`src/srf_pkg.sv`:
```
// Package for the processor status word block: offsets, field positions, reset values, carriers.
package srf_pkg;

  // ********************************************************************
  // Widths
  // ********************************************************************
  localparam int unsigned SRF_WORD_W   = 16;
  localparam int unsigned SRF_BUS_W    = 32;
  localparam int unsigned SRF_ADDR_W   = 32;
  localparam int unsigned SRF_IPL_W    = 3;
  localparam int unsigned SRF_LEVEL_W  = 4;

  // ********************************************************************
  // Register byte offsets
  // ********************************************************************
  localparam logic [7:0] SRF_OFS_STATUS   = 8'h00;
  localparam logic [7:0] SRF_OFS_CORECTL  = 8'h04;
  localparam logic [7:0] SRF_OFS_INTCTL1  = 8'h08;
  localparam int unsigned SRF_DEC_W       = 8;

  // ********************************************************************
  // Status word field positions
  // ********************************************************************
  localparam int unsigned SRF_B_CARRY     = 0;
  localparam int unsigned SRF_B_ZERO      = 1;
  localparam int unsigned SRF_B_OVF       = 2;
  localparam int unsigned SRF_B_NEG       = 3;
  localparam int unsigned SRF_B_REPEAT    = 4;
  localparam int unsigned SRF_B_IPL_LO    = 5;
  localparam int unsigned SRF_B_IPL_HI    = 7;
  localparam int unsigned SRF_B_SATAB     = 11;
  localparam int unsigned SRF_B_SATB      = 12;
  localparam int unsigned SRF_B_SATA      = 13;

  // Core control and interrupt control one field positions
  localparam int unsigned SRF_B_PRIO_TOP  = 3;
  localparam int unsigned SRF_B_NEST_DIS  = 15;

  // ********************************************************************
  // Reset values and codes
  // ********************************************************************
  localparam logic [2:0]  SRF_IPL_RESET   = 3'h0;
  localparam logic [2:0]  SRF_IPL_MAX     = 3'h7;
  localparam logic        SRF_BIT_RESET   = 1'b0;
  localparam logic [1:0]  SRF_HTRANS_NSEQ = 2'h2;
  localparam logic [2:0]  SRF_HSIZE_WORD  = 3'h2;
  localparam logic [1:0]  SRF_HRESP_OKAY  = 2'h0;
  localparam logic [31:0] SRF_RD_ZERO     = 32'h0000_0000;

  // ********************************************************************
  // Carriers
  // ********************************************************************
  typedef struct packed {
    logic                  updNeg;
    logic                  updOvf;
    logic                  updZero;
    logic                  updZeroSticky;
    logic                  updCarry;
    logic [SRF_WORD_W-1:0] result;
    logic                  operandAMsb;
    logic                  operandBMsb;
    logic                  subtract;
    logic                  carryOut;
  } srf_alu_update_type;

  typedef struct packed {
    logic neg;
    logic ovf;
    logic zero;
    logic carry;
  } srf_alu_flags_type;

  typedef struct packed {
    logic                   load;
    logic [SRF_LEVEL_W-1:0] level;
  } srf_prio_load_type;

endpackage : srf_pkg

```
`src/srf_alu_flags.sv`:
```
// Next-value logic for the negative, overflow, zero and carry flags.
`timescale 1ns/1ns
module srf_alu_flags
  import srf_pkg::*;
(
  input  wire srf_alu_update_type upd,
  input  wire srf_alu_flags_type  current,
  output srf_alu_flags_type       next_flags
);

  logic resultMsb;
  logic resultZero;
  logic effBMsb;
  logic signedOvf;

  assign resultMsb  = upd.result[SRF_WORD_W-1];
  assign resultZero = (upd.result == '0);
  // Subtraction inverts the second operand sign before the overflow test
  assign effBMsb    = upd.operandBMsb ^ upd.subtract;
  assign signedOvf  = (upd.operandAMsb == effBMsb) && (resultMsb != upd.operandAMsb);

  always_comb begin
    next_flags = current;
    if (upd.updNeg) begin
      next_flags.neg = resultMsb;
    end
    if (upd.updOvf) begin
      next_flags.ovf = signedOvf;
    end
    if (upd.updZero) begin
      next_flags.zero = resultZero;
    end else if (upd.updZeroSticky && !resultZero) begin
      // Multi-word chains keep a set flag until a later word is non-zero
      next_flags.zero = 1'b0;
    end
    if (upd.updCarry) begin
      next_flags.carry = upd.carryOut;
    end
  end
  // Flags without their update strobe keep their value above

endmodule : srf_alu_flags

```
`src/srf_priority.sv`:
```
// Four-bit priority level and user interrupt block decode.
`timescale 1ns/1ns
module srf_priority
  import srf_pkg::*;
(
  input  wire logic                   topBit,
  input  wire logic [SRF_IPL_W-1:0]   field,
  output logic      [SRF_LEVEL_W-1:0] level,
  output logic                        userBlocked
);

  assign level       = {topBit, field};
  assign userBlocked = topBit || (field == SRF_IPL_MAX);

endmodule : srf_priority

```
`src/srf_status_word.sv`:
```
// Processor status word with priority field, ALU flags, saturation flags and an AHB-Lite slave.
`timescale 1ns/1ns
module srf_status_word
  import srf_pkg::*;
(
  input  wire logic                    clock,
  input  wire logic                    rst_b,
  // AHB-Lite slave
  input  wire logic                    hsel,
  input  wire logic [SRF_ADDR_W-1:0]   haddr,
  input  wire logic [1:0]              htrans,
  input  wire logic                    hwrite,
  input  wire logic [2:0]              hsize,
  input  wire logic [SRF_BUS_W-1:0]    hwdata,
  input  wire logic                    hready,
  output logic      [SRF_BUS_W-1:0]    hrdata,
  output logic                         hreadyout,
  output logic      [1:0]              hresp,
  // Core side
  input  wire srf_alu_update_type      aluUpdate,
  input  wire logic                    repeatActive,
  input  wire logic                    satASet,
  input  wire logic                    satBSet,
  input  wire srf_prio_load_type       prioLoad,
  // Results
  output logic      [SRF_WORD_W-1:0]   cpuStatusWord,
  output logic      [SRF_LEVEL_W-1:0]  priorityLevel,
  output logic                         userIntBlocked,
  output logic                         nestingDisable
);

  // ********************************************************************
  // State
  // ********************************************************************
  logic [SRF_IPL_W-1:0] priorityLevelField;
  logic                 priorityTopBit;
  logic                 repeatActiveFlag;
  srf_alu_flags_type    aluFlags;
  srf_alu_flags_type    next_aluFlags;
  logic                 accumASatFlag;
  logic                 accumBSatFlag;
  logic                 combinedSatFlag;
  logic                 nestingDisableBit;

  // Bus phase tracking
  logic                 wrPending;
  logic                 rdPending;
  logic [SRF_DEC_W-1:0] phaseAddr;

  logic                 addrPhase;
  logic                 wrStatus;
  logic                 wrIntCtl1;
  logic [SRF_WORD_W-1:0] statusView;
  logic [SRF_LEVEL_W-1:0] next_level;
  logic                 next_blocked;

  // ********************************************************************
  // Decode helpers
  // ********************************************************************
  function automatic logic isWordAccess(input logic [2:0] size, input logic [SRF_ADDR_W-1:0] addr);
    isWordAccess = (size == SRF_HSIZE_WORD) && (addr[1:0] == 2'h0);
  endfunction : isWordAccess

  function automatic logic [SRF_BUS_W-1:0] widen(input logic [SRF_WORD_W-1:0] value);
    widen = {{(SRF_BUS_W-SRF_WORD_W){1'b0}}, value};
  endfunction : widen

  assign addrPhase = hsel && hready && (htrans == SRF_HTRANS_NSEQ) && isWordAccess(hsize, haddr);
  assign wrStatus  = wrPending && (phaseAddr == SRF_OFS_STATUS);
  assign wrIntCtl1 = wrPending && (phaseAddr == SRF_OFS_INTCTL1);

  // ********************************************************************
  // Sub-blocks
  // ********************************************************************
  srf_alu_flags u_alu_flags (
    .upd        (aluUpdate),
    .current    (aluFlags),
    .next_flags (next_aluFlags)
  );

  srf_priority u_priority (
    .topBit      (priorityTopBit),
    .field       (priorityLevelField),
    .level       (next_level),
    .userBlocked (next_blocked)
  );

  // ********************************************************************
  // Status word view
  // ********************************************************************
  always_comb begin
    statusView                              = '0;
    statusView[SRF_B_CARRY]                 = aluFlags.carry;
    statusView[SRF_B_ZERO]                  = aluFlags.zero;
    statusView[SRF_B_OVF]                   = aluFlags.ovf;
    statusView[SRF_B_NEG]                   = aluFlags.neg;
    statusView[SRF_B_REPEAT]                = repeatActiveFlag;
    statusView[SRF_B_IPL_HI:SRF_B_IPL_LO]   = priorityLevelField;
    statusView[SRF_B_SATAB]                 = combinedSatFlag;
    statusView[SRF_B_SATB]                  = accumBSatFlag;
    statusView[SRF_B_SATA]                  = accumASatFlag;
  end

  // ********************************************************************
  // Bus address phase capture
  // ********************************************************************
  always_ff @(posedge clock) begin
    if (!rst_b) begin
      wrPending <= 1'b0;
      phaseAddr <= '0;
    end else if (hready) begin
      wrPending <= addrPhase && hwrite;
      phaseAddr <= haddr[SRF_DEC_W-1:0];
    end else if (rdPending) begin
      phaseAddr <= phaseAddr;
    end
  end

  // Reads take one wait state so that a write just before is already visible
  always_ff @(posedge clock) begin
    if (!rst_b) begin
      rdPending <= 1'b0;
      hreadyout <= 1'b1;
    end else if (rdPending) begin
      rdPending <= 1'b0;
      hreadyout <= 1'b1;
    end else if (addrPhase && !hwrite) begin
      rdPending <= 1'b1;
      hreadyout <= 1'b0;
    end
  end

  always_ff @(posedge clock) begin
    if (!rst_b) begin
      hrdata <= SRF_RD_ZERO;
    end else if (rdPending) begin
      unique case (phaseAddr)
        SRF_OFS_STATUS:  hrdata <= widen(statusView);
        SRF_OFS_CORECTL: hrdata <= widen(SRF_WORD_W'(priorityTopBit) << SRF_B_PRIO_TOP);
        SRF_OFS_INTCTL1: hrdata <= widen(SRF_WORD_W'(nestingDisableBit) << SRF_B_NEST_DIS);
        default:         hrdata <= SRF_RD_ZERO;
      endcase
    end
  end

  always_ff @(posedge clock) begin
    if (!rst_b) begin
      hresp <= SRF_HRESP_OKAY;
    end else begin
      hresp <= SRF_HRESP_OKAY;
    end
  end

  // ********************************************************************
  // Interrupt control one
  // ********************************************************************
  always_ff @(posedge clock) begin
    if (!rst_b) begin
      nestingDisableBit <= SRF_BIT_RESET;
    end else if (wrIntCtl1) begin
      nestingDisableBit <= hwdata[SRF_B_NEST_DIS];
    end
  end

  // ********************************************************************
  // Priority field and top bit
  // ********************************************************************
  // Entry and return loads from the sequencer win over a software write
  always_ff @(posedge clock) begin
    if (!rst_b) begin
      priorityLevelField <= SRF_IPL_RESET;
    end else if (prioLoad.load) begin
      priorityLevelField <= prioLoad.level[SRF_IPL_W-1:0];
    end else if (wrStatus && !nestingDisableBit) begin
      priorityLevelField <= hwdata[SRF_B_IPL_HI:SRF_B_IPL_LO];
    end
  end

  // Only the sequencer moves the top bit, so traps cannot be masked by software
  always_ff @(posedge clock) begin
    if (!rst_b) begin
      priorityTopBit <= SRF_BIT_RESET;
    end else if (prioLoad.load) begin
      priorityTopBit <= prioLoad.level[SRF_LEVEL_W-1];
    end
  end

  always_ff @(posedge clock) begin
    if (!rst_b) begin
      priorityLevel  <= '0;
      userIntBlocked <= 1'b0;
    end else begin
      priorityLevel  <= next_level;
      userIntBlocked <= next_blocked;
    end
  end

  // ********************************************************************
  // Repeat loop indicator
  // ********************************************************************
  always_ff @(posedge clock) begin
    if (!rst_b) begin
      repeatActiveFlag <= SRF_BIT_RESET;
    end else begin
      repeatActiveFlag <= repeatActive;
    end
  end

  // ********************************************************************
  // ALU flags
  // ********************************************************************
  // A flag updated by the ALU in the same cycle as a software write keeps the ALU value
  always_ff @(posedge clock) begin
    if (!rst_b) begin
      aluFlags <= '0;
    end else begin
      aluFlags <= next_aluFlags;
      if (wrStatus) begin
        if (!aluUpdate.updNeg) begin
          aluFlags.neg <= hwdata[SRF_B_NEG];
        end
        if (!aluUpdate.updOvf) begin
          aluFlags.ovf <= hwdata[SRF_B_OVF];
        end
        if (!(aluUpdate.updZero || aluUpdate.updZeroSticky)) begin
          aluFlags.zero <= hwdata[SRF_B_ZERO];
        end
        if (!aluUpdate.updCarry) begin
          aluFlags.carry <= hwdata[SRF_B_CARRY];
        end
      end
    end
  end

  // ********************************************************************
  // Saturation flags
  // ********************************************************************
  // Writing 0 to the combined flag while it reads 1 clears both; otherwise
  // the two bits load directly. Hardware saturation wins over either clear,
  // which is why bit operations on these flags can lose an event.
  always_ff @(posedge clock) begin
    if (!rst_b) begin
      accumASatFlag <= SRF_BIT_RESET;
    end else if (satASet) begin
      accumASatFlag <= 1'b1;
    end else if (wrStatus) begin
      if (combinedSatFlag && !hwdata[SRF_B_SATAB]) begin
        accumASatFlag <= 1'b0;
      end else begin
        accumASatFlag <= hwdata[SRF_B_SATA];
      end
    end
  end

  always_ff @(posedge clock) begin
    if (!rst_b) begin
      accumBSatFlag <= SRF_BIT_RESET;
    end else if (satBSet) begin
      accumBSatFlag <= 1'b1;
    end else if (wrStatus) begin
      if (combinedSatFlag && !hwdata[SRF_B_SATAB]) begin
        accumBSatFlag <= 1'b0;
      end else begin
        accumBSatFlag <= hwdata[SRF_B_SATB];
      end
    end
  end

  assign combinedSatFlag = accumASatFlag || accumBSatFlag;

  // ********************************************************************
  // Outputs
  // ********************************************************************
  always_ff @(posedge clock) begin
    if (!rst_b) begin
      cpuStatusWord  <= '0;
      nestingDisable <= 1'b0;
    end else begin
      cpuStatusWord  <= statusView;
      nestingDisable <= nestingDisableBit;
    end
  end

endmodule : srf_status_word

```
`config.mk`:
```
export PLATFORM = sky130hd
export DESIGN_NAME = srf_status_word
export DESIGN_NICKNAME = d
export VERILOG_FILES = /design/src/srf_pkg.sv /design/src/srf_alu_flags.sv /design/src/srf_priority.sv /design/src/srf_status_word.sv
export SDC_FILE = /design/constraint.sdc
export NUM_CORES = 1
export LEC_CHECK = 0
export BUFFER_PORTS_ARGS = -buffer_cell sky130_fd_sc_hd__buf_4
export CAP_MARGIN = 15
export CORE_MARGIN = 4
export CORE_UTILIZATION = 42
export CTS_BUF_LIST = sky130_fd_sc_hd__clkbuf_16
export DETAILED_ROUTE_END_ITERATION = 12
export PLACE_DENSITY_LB_ADDON = 0.12
export REMOVE_ABC_BUFFERS = 1
export SKIP_CTS_REPAIR_TIMING = 1
export SLEW_MARGIN = 25
export SYNTH_ARGS = -nofsm -noshare
export SYNTH_HDL_FRONTEND = slang
export SYNTH_SLANG_ARGS = --single-unit
```
`constraint.sdc`:
```
create_clock -name clock -period 4.3 [get_ports clock]
set_clock_uncertainty 0.15 [all_clocks]
set_input_delay 0.43 -clock clock [delete_from_list [all_inputs] [get_ports clock]]
set_output_delay 0.43 -clock clock [all_outputs]
set_load 0.02 [all_outputs]
```
==> results.py, run 1 <==
metrics = {
    "status": {
        "status": "finished, final reports clean",
    },
    "global_route": {
        "antenna_found_initial": 0,
        "grt-ovfl-total": 0,
        "grt_usage_pct": 13.33,
        "grt_pass1_wl_mm": 6.768,
        "grt_pass1_vias": 1608,
        "grt_max_degree": 44,
    },
    "power": {
        "p_sw_share_pct": 21.92,
        "power_frac_clock_pct": 41.0,
        "power_frac_seq_pct": 46.1,
        "combPwrFrac_pct": 12.9,
        "p_per_area_nw_per_um2": 358.6,
        "p_int_w": 0.0008110,
        "p_sw_w": 0.0002277,
        "p_leak_nw": 1.358,
        "ir_drop_v": 0.0002248,
    },
    "placed_design": {
        "place.port_buffers": 91,
        "place.detailed.hpwl_mm": 3.371,
        "gp_congestion": 0.6955,
        "dpl-instance-area_um2": 2729,
        "pre_cts_slack_ns": 2.314,
    },
    "routing": {
        "first_pass_iters": 3,
        "drtAntennaViolNets": 0,
        "finalWirelength_mm": 4.290,
        "drtIter0Drc": 19,
        "vias_per_cell": 4.545,
        "post-route-drc-count": 0,
        "dr_total_vias": 1668,
        "wl_per_cell_um": 11.69,
    },
    "floorplanning": {
        "ioPinCount": 164,
        "row_count": 25,
        "fp.dieArea_um2": 6250,
        "initial_core_util_pct": 44.03,
        "die_x_um": 79.06,
        "core_area_um2": 4817,
        "die_h_um": 79.06,
    },
    "cells_and_area": {
        "diodes": 0,
        "final_common_cell": "buf_4",
        "layout_common_cells": "buf_4, dfxtp_1, conb_1, mux2i_1, nor2b_1",
        "nets": 406,
        "area_delta_synth_final_pct": 36.58,
        "final_util_pct": 60.13,
        "finalInstanceArea_um2": 2897,
        "drive_gt1_share_pct": 37.00,
    },
    "sta": {
        "setup_ws_ns": 2.341,
        "rsz0062_at_grt": "no",
        "period_needed_ns": 1.959,
        "fmax_ghz": 0.5105,
        "slew_viol_final": 0,
        "finalSetupTns_ns": 0,
        "fin_crit_sh_pct": 45.55,
        "finalSetupViolCount": 0,
        "final_hold_viol_count": 0,
        "whs_ns": 0.2128,
    },
    "clock_tree": {
        "htree_num_levels": 2,
        "cts_tree": "done",
        "cts_buffer_depth": 2,
        "cts_root_buf": "clkbuf_16",
        "worstSkewPairLatency_ns": 0.28,
        "clkTransAtPathRegs_ns": 0.06,
        "clock_sinks": 49,
        "numCtsBuffers": 5,
    },
    "flow_run": {
        "drv_cap": 0,
    },
    "yosys": {
        "postSynthCellCount": 212,
        "synth_area_um2": 2121,
        "synth.avg_cell_area_um2": 10.00,
        "synth_cell_types": 42,
        "synth_warnings": 0,
        "yosys_register_bits": 49,
        "yosysSeqAreaShare_pct": 46.25,
    },
    "min_path": {
        "worstHoldPathCells": 2,
        "min_path_type": "in2reg",
    },
    "critical_path": {
        "startpoint_type": "register",
        "r2r_cells": 4,
        "critical_path_class": "reg2reg",
        "cp_max_fo": 8,
        "worstPathRequired_ns": 4.32,
        "arrival_ns": 1.98,
        "cp-end-kind": "register",
        "r2r_slack_ns": 2.34,
    },
}
## logic make-up (layout without fill, tap and decap cells)
kind of cell / after synthesis / count (layout) / synth area share, %
buffers and inverters: 46 / 108 / 13.86
DFF: 49 / 49 / 46.25
and+or+nand+nor: 65 / 65 / 18.88
muxes: 21 / 21 / 10.09
AOI/OAI and AO/OA: 29 / 29 / 10.32
other: 1 / 27 / 0.1768
xor gates and xnor gates: 1 / 1 / 0.4131
## state kept, by name, indices dropped and copies added, names as in the netlist, 3 cells and up
register,count
priorityLevelField,3
phaseAddr,8
hrdata,12
aluFlags,4
priorityLevel,4
cpuStatusWord,8
## metal layers
layer	global-route usage, %	vias up	wire (um)
li1	-	841	-
met4	3.093	0	19
met2	23.32	76	2115
met5	0	-	0
met3	5.442	4	463
met1	15.11	747	1691
## synth_stat cells (all sizes together)
cell	number	area [um2]
a31oi	1	6.260
o311a	2	22.52
nand4b	1	8.760
or2	1	6.260
conb	1	3.750
nor2b	18	112.6
nor2	4	15.01
buf	32	241.5
clkinv	1	3.750
nor4b	1	8.760
nand2b	3	18.77
o21bai	1	7.510
a21oi	6	41.29
nor3	3	26.28
and4b	1	10.01
or4	3	26.27
mux2	3	33.78
nand3	2	10.01
inv	7	26.28
a21boi	2	15.01
nor4bb	1	10.01
clkbuf	6	22.52
nand2	9	33.78
a22o	5	43.79
a22oi	5	37.54
nand3b	1	7.510
xnor2	1	8.760
a21o	1	7.510
nor4	4	25.02
mux2i	18	180.2
and2	11	68.82
dfxtp	49	980.9
a221oi	1	8.760
a31o	1	8.760
o21ai	4	20.01
nand4	2	12.51
## final timing paths
check	start	endpoint
max	phaseAddr[1]	aluFlags[2]
min	repeatActive	repeatActiveFlag
min reg2reg	repeatActiveFlag	cpuStatusWord[4]
max reg2reg	phaseAddr[1]	aluFlags[2]
## per-stage QoR
step           cells  total power, W
2_1_floorplan    200       0.0005563
3_3_place_gp     359       0.0006224
3_5_place_dp     359       0.0006242
4_1_cts          367        0.001052
5_1_grt          367        0.001086
6_report         367        0.001039
## cell type report
class	instances	area, um2
fillers	466	1921
flip-flops and latches	49	980.9
multi-input cells	143	943.4
repair buffers	92	690.7
clock buffers	5	125.1
well taps	67	83.83
clock inverters	3	42.54
inverters	8	30.03
## critical path, cell delays in order (launching register included)
cell     delay (ns)
dfxtp_1        0.34
or4_1          0.61
nor3_4         0.40
mux2i_1        0.29
a21oi_2        0.07
## power groups by stage
| stage | sequential [W] | combinational, W | clock (W) |
|---|---|---|---|
| floorplan | 0.000496 | 0.0000605 | 0 |
| global placement | 0.000489 | 0.000133 | 0 |
| detailed placement | 0.000490 | 0.000135 | 0 |
| CTS | 0.000479 | 0.000135 | 0.000438 |
| global route | 0.000481 | 0.000146 | 0.000459 |
| finish | 0.000479 | 0.000134 | 0.000425 |
Note: power is estimated with default switching activity, not from simulation.
==> inputs of run 2 (changes only) <==
--- a/config.mk
+++ b/config.mk
@@ -8,7 +8,7 @@
 export BUFFER_PORTS_ARGS = -buffer_cell sky130_fd_sc_hd__buf_4
 export CAP_MARGIN = 15
 export CORE_MARGIN = 4
-export CORE_UTILIZATION = 42
+export CORE_UTILIZATION = 36
 export CTS_BUF_LIST = sky130_fd_sc_hd__clkbuf_16
 export DETAILED_ROUTE_END_ITERATION = 12
 export PLACE_DENSITY_LB_ADDON = 0.12
==> constraint.sdc (replaced) <==
create_clock -name clock -period 1.65 [get_ports clock]
set_clock_uncertainty 0.15 [all_clocks]
set_input_delay 0.165 -clock clock [delete_from_list [all_inputs] [get_ports clock]]
set_output_delay 0.165 -clock clock [all_outputs]
set_load 0.02 [all_outputs]
==> run 2 against run 1 <==
Against the previous run: the flow now finishes with violations (hold timing, setup timing); sequential power grew to 2.6 times the previous value; clock power grew to 2.6 times the previous value; setup slack lost 2.5 ns; count of clock-buffer cells in the layout is the same; design area grew 8.3%; worst hold slack lost 0.22 ns; critical path depth grew 1; fmax grew 5.5%; critical endpoint is now aluFlags[0]; largest power group unchanged.
==> results.py, run 2 (synthesized netlist as in run 1, its figures left out) <==
metrics = {
    "critical_path": {
        "cp_cell_sequence": "or4_4 > nor3_4 > buf_12 > mux2i_2 > a21oi_2",
        "worstPathRequired_ns": 1.67,
        "slowest_stage": "or4_4",
        "critPathTopFamily": "simple AND/OR/NAND/NOR gates",
        "arrival_ns": 1.88,
        "cp_num_buf_inv": 1,
        "cp-end-kind": "register",
        "crit_path_max_incr_delay_ns": 0.58,
        "cp_max_fo": 6,
        "critical_path_class": "reg2reg",
        "startpoint_type": "register",
    },
    "routing": {
        "finalWirelength_mm": 4.593,
        "wl_per_cell_um": 11.72,
        "post-route-drc-count": 0,
        "dr_total_vias": 1730,
        "first_pass_iters": 4,
        "vias_per_cell": 4.413,
        "drtIter0Drc": 61,
        "drtAntennaViolNets": 0,
    },
    "cells_and_area": {
        "fillers": 528,
        "layout_common_cells": "buf_4, dfxtp_1, conb_1, nor2b_1, mux2i_1",
        "area_delta_synth_final_pct": 47.91,
        "multiInputGateArea_um2": 997.2,
        "ff_latch_area_um2": 980.9,
        "drive_gt1_share_pct": 40.63,
        "nets": 426,
        "final_common_cell": "buf_4",
        "largest_register_ffs": 12,
        "diodes": 0,
        "top_regs": "hrdata: 12 flops, cpuStatusWord: 8 flops, phaseAddr: 8 flops",
        "largest-register": "hrdata",
        "finalInstanceArea_um2": 3137,
    },
    "power": {
        "p_leak_nw": 1.469,
        "p_sw_share_pct": 22.49,
        "power_frac_seq_pct": 45.1,
        "p_sw_w": 0.0006211,
        "p_per_area_nw_per_um2": 880.5,
        "ir_drop_v": 0.0005957,
        "p_int_w": 0.002141,
        "power_frac_clock_pct": 40.2,
        "combPwrFrac_pct": 14.7,
    },
    "status": {
        "status": "complete, but fails checks",
        "violations": "hold timing, setup timing",
    },
    "global_route": {
        "grt_max_degree": 32,
        "grt-busiest-layer": "met2",
        "use_met1_pct": 14.46,
        "grt_pass1_wl_mm": 7.210,
        "grt_pass1_vias": 1692,
        "grt_usage_pct": 12.22,
        "antenna_found_initial": 0,
        "grt-ovfl-total": 0,
        "grtUsageMet3_pct": 4.122,
        "met2_usage_pct": 20.57,
    },
    "floorplanning": {
        "die_x_um": 84.76,
        "row_count": 27,
        "die_h_um": 84.76,
        "core_area_um2": 5608,
        "ioPinCount": 164,
        "fp.dieArea_um2": 7183,
        "initial_core_util_pct": 37.82,
    },
    "clock_tree": {
        "cts_tree": "done",
        "cts_root_buf": "clkbuf_16",
        "worstSkewPairLatency_ns": 0.28,
        "cts_buffer_depth": 2,
        "clock_sinks": 49,
        "clkTransAtPathRegs_ns": 0.06,
        "numCtsBuffers": 5,
        "htree_num_levels": 2,
    },
    "sta": {
        "whs_ns": -0.01164,
        "setup_ws_ns": -0.2060,
        "fin_crit_sh_pct": 112.5,
        "final_hold_viol_count": 4,
        "rsz0062_at_grt": "yes",
        "fmax_ghz": 0.5388,
        "slew_viol_final": 0,
        "period_needed_ns": 1.856,
        "finalSetupViolCount": 22,
    },
    "placed_design": {
        "gp_congestion": 0.7020,
        "pre_cts_slack_ns": -0.1801,
        "place.detailed.hpwl_mm": 3.575,
        "place.port_buffers": 91,
        "dpl-instance-area_um2": 2823,
    },
    "flow_run": {
        "drv_cap": 0,
    },
    "min_path": {
        "min_path_type": "in2reg",
    },
}
[run 2: cell count changes in the layout (fill, tap and decap cells not counted), sizes merged]
cell | before | now
buf | 92 | 106
dlygate4sd3 | 0 | 6
[run 2: metal layers]
metal / wire length, um / vias up
met3: 495 / 5
met2: 2151 / 83
li1: - / 882
met5: 0 / -
met1: 1899 / 760
met4: 46 / 0
[run 2: path summary, 6_finish.rpt]
check | from | end | slack [ns] | cells after the start
worst max-delay path | phaseAddr[7] | aluFlags[0] | -0.21 | 5
worst min-delay path | haddr[4] | phaseAddr[4] | -0.01 | 3
worst max register to register | phaseAddr[7] | aluFlags[0] | -0.21 | 5
worst min register to register | repeatActiveFlag | cpuStatusWord[4] | 0.30 | 1
[run 2: layout make-up]
class,count,share of cell area (%)
Clock inverter,3,1.197
Timing Repair Buffer,112,27.92
Sequential cell,49,31.27
Multi-Input combinational cell,143,31.79
Tap cell,72,2.872
Inverter,8,0.9573
Clock buffer,5,3.989
[run 2: worst register-to-register path, delay by kind of cell (launching register included)]
family          cells  cell delay, ns
simple gates        2            0.81
flops               1            0.31
mux                 1            0.24
buf+inv             1            0.16
compound gates      1            0.07
[run 2: through the flow]
| step | power (W) | hold WS, ns | TNS (ns) | util [%] | instances |
|---|---|---|---|---|---|
| 6_report | 0.002762 | -0.01164 | -3.075 | 55.93 | 392 |
| 5_1_grt | 0.002881 | 0.001465 | -4.565 | 55.93 | 392 |
| 4_1_cts | 0.002744 | -0.06045 | -2.868 | 53.24 | 382 |
| 3_5_place_dp | 0.001640 | 0.2327 | -2.462 | 50.33 | 374 |
| 3_3_place_gp | 0.001637 | 0.2354 | -2.418 | 50.33 | 374 |
| 2_1_floorplan | 0.001450 | 0.1306 | -4.438 | - | 200 |
[run 2: power groups by stage]
stage	Clock, W	Sequential, W	Combinational [W]
2_1_floorplan	0	0.00129	0.000158
3_3_place_gp	0	0.00127	0.000365
3_5_place_dp	0	0.00127	0.000368
4_1_cts	0.00113	0.00125	0.000368
5_1_grt	0.00119	0.00125	0.000442
6_report	0.00111	0.00125	0.000406
==> inputs of run 3 (changes only) <==
--- a/config.mk
+++ b/config.mk
@@ -7,11 +7,11 @@
 export LEC_CHECK = 0
 export BUFFER_PORTS_ARGS = -buffer_cell sky130_fd_sc_hd__buf_4
 export CAP_MARGIN = 15
-export CORE_MARGIN = 4
+export CORE_MARGIN = 1.5
 export CORE_UTILIZATION = 36
-export CTS_BUF_LIST = sky130_fd_sc_hd__clkbuf_16
+export CTS_BUF_LIST = sky130_fd_sc_hd__clkbuf_8 sky130_fd_sc_hd__clkbuf_16
 export DETAILED_ROUTE_END_ITERATION = 12
-export PLACE_DENSITY_LB_ADDON = 0.12
+export PLACE_DENSITY = 0.77
 export REMOVE_ABC_BUFFERS = 1
 export SKIP_CTS_REPAIR_TIMING = 1
 export SLEW_MARGIN = 25
==> run 3 against run 2 <==
Against the previous run: the run still ends with hold timing, setup timing left; largest power group unchanged; combinational power is essentially flat; via count grew 2.4%; total power shrank 9.4%.
==> results.py, run 3 (synthesized netlist as in run 1, its figures left out) <==
metrics = {
    "routing": {
        "met1_length_mm": 1.837,
        "route.met3.wl_um": 440,
        "finalWirelength_mm": 4.557,
        "first_pass_iters": 4,
        "drtAntennaViolNets": 0,
        "wl_per_cell_um": 11.48,
        "dr_total_vias": 1772,
        "met2_length_mm": 2.219,
        "vias_per_cell": 4.463,
        "drtIter0Drc": 46,
        "post-route-drc-count": 0,
        "dr.max_layer_used": "met4",
    },
    "critical_path": {
        "startpoint_type": "register",
        "cp_cell_sequence": "or4_4 > nor3_4 > buf_4 > mux2i_1 > a21oi_2",
        "crit_path_max_incr_delay_ns": 0.55,
        "cp-end-kind": "register",
        "arrival_ns": 1.85,
        "cp_max_fo": 5,
        "slowest_stage": "or4_4",
        "r2r-end": "aluFlags[0]",
        "startpoint": "phaseAddr[4]",
        "critical_path_class": "reg2reg",
        "r2r_cells": 5,
        "r2r_slack_ns": -0.16,
        "reg2reg_from": "phaseAddr[4]",
        "worstPathRequired_ns": 1.69,
    },
    "power": {
        "p_int_w": 0.001930,
        "p_leak_nw": 1.456,
        "ir_drop_v": 0.0005328,
        "p_sw_share_pct": 22.87,
        "power_frac_seq_pct": 49.8,
        "combPwrFrac_pct": 16.3,
        "p_sw_w": 0.0005723,
        "p_total_w": 0.002503,
        "power_frac_clock_pct": 33.9,
        "p_per_area_nw_per_um2": 804.6,
    },
    "global_route": {
        "grt_pass1_wl_mm": 6.686,
        "grt_usage_pct": 13.69,
        "grt-ovfl-total": 0,
        "grt_max_degree": 21,
        "antenna_found_initial": 0,
        "grt_pass1_vias": 1554,
    },
    "sta": {
        "final_hold_viol_count": 4,
        "rsz0062_at_grt": "yes",
        "fin_crit_sh_pct": 109.8,
        "period_needed_ns": 1.812,
        "finalSetupViolCount": 20,
        "whs_ns": -0.02095,
        "fmax_ghz": 0.5518,
        "setup_ws_ns": -0.1622,
        "slew_viol_final": 0,
    },
    "clock_tree": {
        "cts_root_buf": "clkbuf_8",
        "clock_sinks": 49,
        "htree_num_levels": 2,
        "cts_buffer_depth": 2,
        "numCtsBuffers": 5,
        "worstSkewPairLatency_ns": 0.30,
        "cts_tree": "done",
        "clkTransAtPathRegs_ns": 0.08,
    },
    "min_path": {
        "hold_path_end": "aluFlags[1]",
        "hold_start": "aluUpdate[21]",
        "min_path_type": "in2reg",
        "worstHoldPathCells": 4,
    },
    "cells_and_area": {
        "fillers": 521,
        "top_regs": "hrdata: 12 flops, cpuStatusWord: 8 flops, phaseAddr: 8 flops",
        "drive_gt1_share_pct": 38.77,
        "area_delta_synth_final_pct": 46.67,
        "largest_register_ffs": 12,
        "diodes": 0,
        "final_util_pct": 55.47,
        "final_common_cell": "buf_4",
        "nets": 431,
        "largest-register": "hrdata",
        "layout_common_cells": "buf_4, dfxtp_1, conb_1, nor2b_1, mux2i_1",
    },
    "placed_design": {
        "place.detailed.hpwl_mm": 3.481,
        "place.port_buffers": 91,
        "gp_congestion": 0.7198,
    },
    "status": {
        "status": "complete, but fails checks",
        "violations": "hold timing, setup timing",
    },
    "floorplanning": {
        "die_x_um": 79.76,
        "row_count": 27,
        "die_h_um": 79.76,
        "ioPinCount": 164,
        "fp.dieArea_um2": 6361,
        "core_area_um2": 5608,
        "initial_core_util_pct": 37.82,
    },
    "flow_run": {
        "drv_cap": 0,
    },
}
run 3: cell types whose count changed in the layout (fill, tap and decap cells not counted), sizes merged:
| cell | delta |
|---|---|
| buf | -4 |
| clkbuf | +1 |
| clkinv | -1 |
| dlygate4sd3 | +9 |
run 3: worst max-delay path by stage:
stage	to	cells after the start
after floorplan	hrdata[3]	4
after global placement	aluFlags[3]	5
after detailed placement	aluFlags[2]	5
after CTS	aluFlags[2]	5
after global routing	aluFlags[2]	5
final	aluFlags[0]	5
run 3: through the flow:
step | std cells | TNS (ns) | worst slack [ns] | cell area (um2)
floorplan | 200 | -4.438 | -0.3839 | 1954
CTS | 382 | -2.225 | -0.2005 | 2927
global placement | 374 | -1.211 | -0.1565 | 2810
global route | 397 | -2.832 | -0.2061 | 3110
detailed placement | 374 | -1.703 | -0.1768 | 2810
finish | 397 | -1.717 | -0.1622 | 3110
run 3: routing by layer:
| layer | vias up | GRT usage, % |
|---|---|---|
| met2 | 89 | 23.81 |
| met5 | - | 0 |
| met1 | 782 | 15.23 |
| met4 | 0 | 5.000 |
| met3 | 6 | 5.029 |
| li1 | 895 | - |
run 3: layout make-up:
type	instances	area [um2]	area share, %
inverters	8	30.03	0.9654
multi-input cells	143	972.2	31.26
well taps	72	90.09	2.896
repair buffers	117	919.6	29.57
clock buffers	6	82.58	2.655
clock inverters	2	33.78	1.086
flip-flops and latches	49	982.2	31.58
run 3: power by group through the flow:
stage / combinational, W / clock, W / sequential [W]
after floorplan: 0.000158 / 0 / 0.00129
after global placement: 0.000366 / 0 / 0.00127
after detailed placement: 0.000370 / 0 / 0.00127
after CTS: 0.000371 / 0.000877 / 0.00125
after global routing: 0.000441 / 0.000930 / 0.00125
final: 0.000409 / 0.000848 / 0.00125
run 3: worst max-delay path: cells and delay by family, from the launching register on:
kind,cells,cell delay (ns)
buffers and inverters,1,0.17
AO/OA/AOI/OAI,1,0.07
AND/OR/NAND/NOR,2,0.76
flip-flops,1,0.33
multiplexers,1,0.22
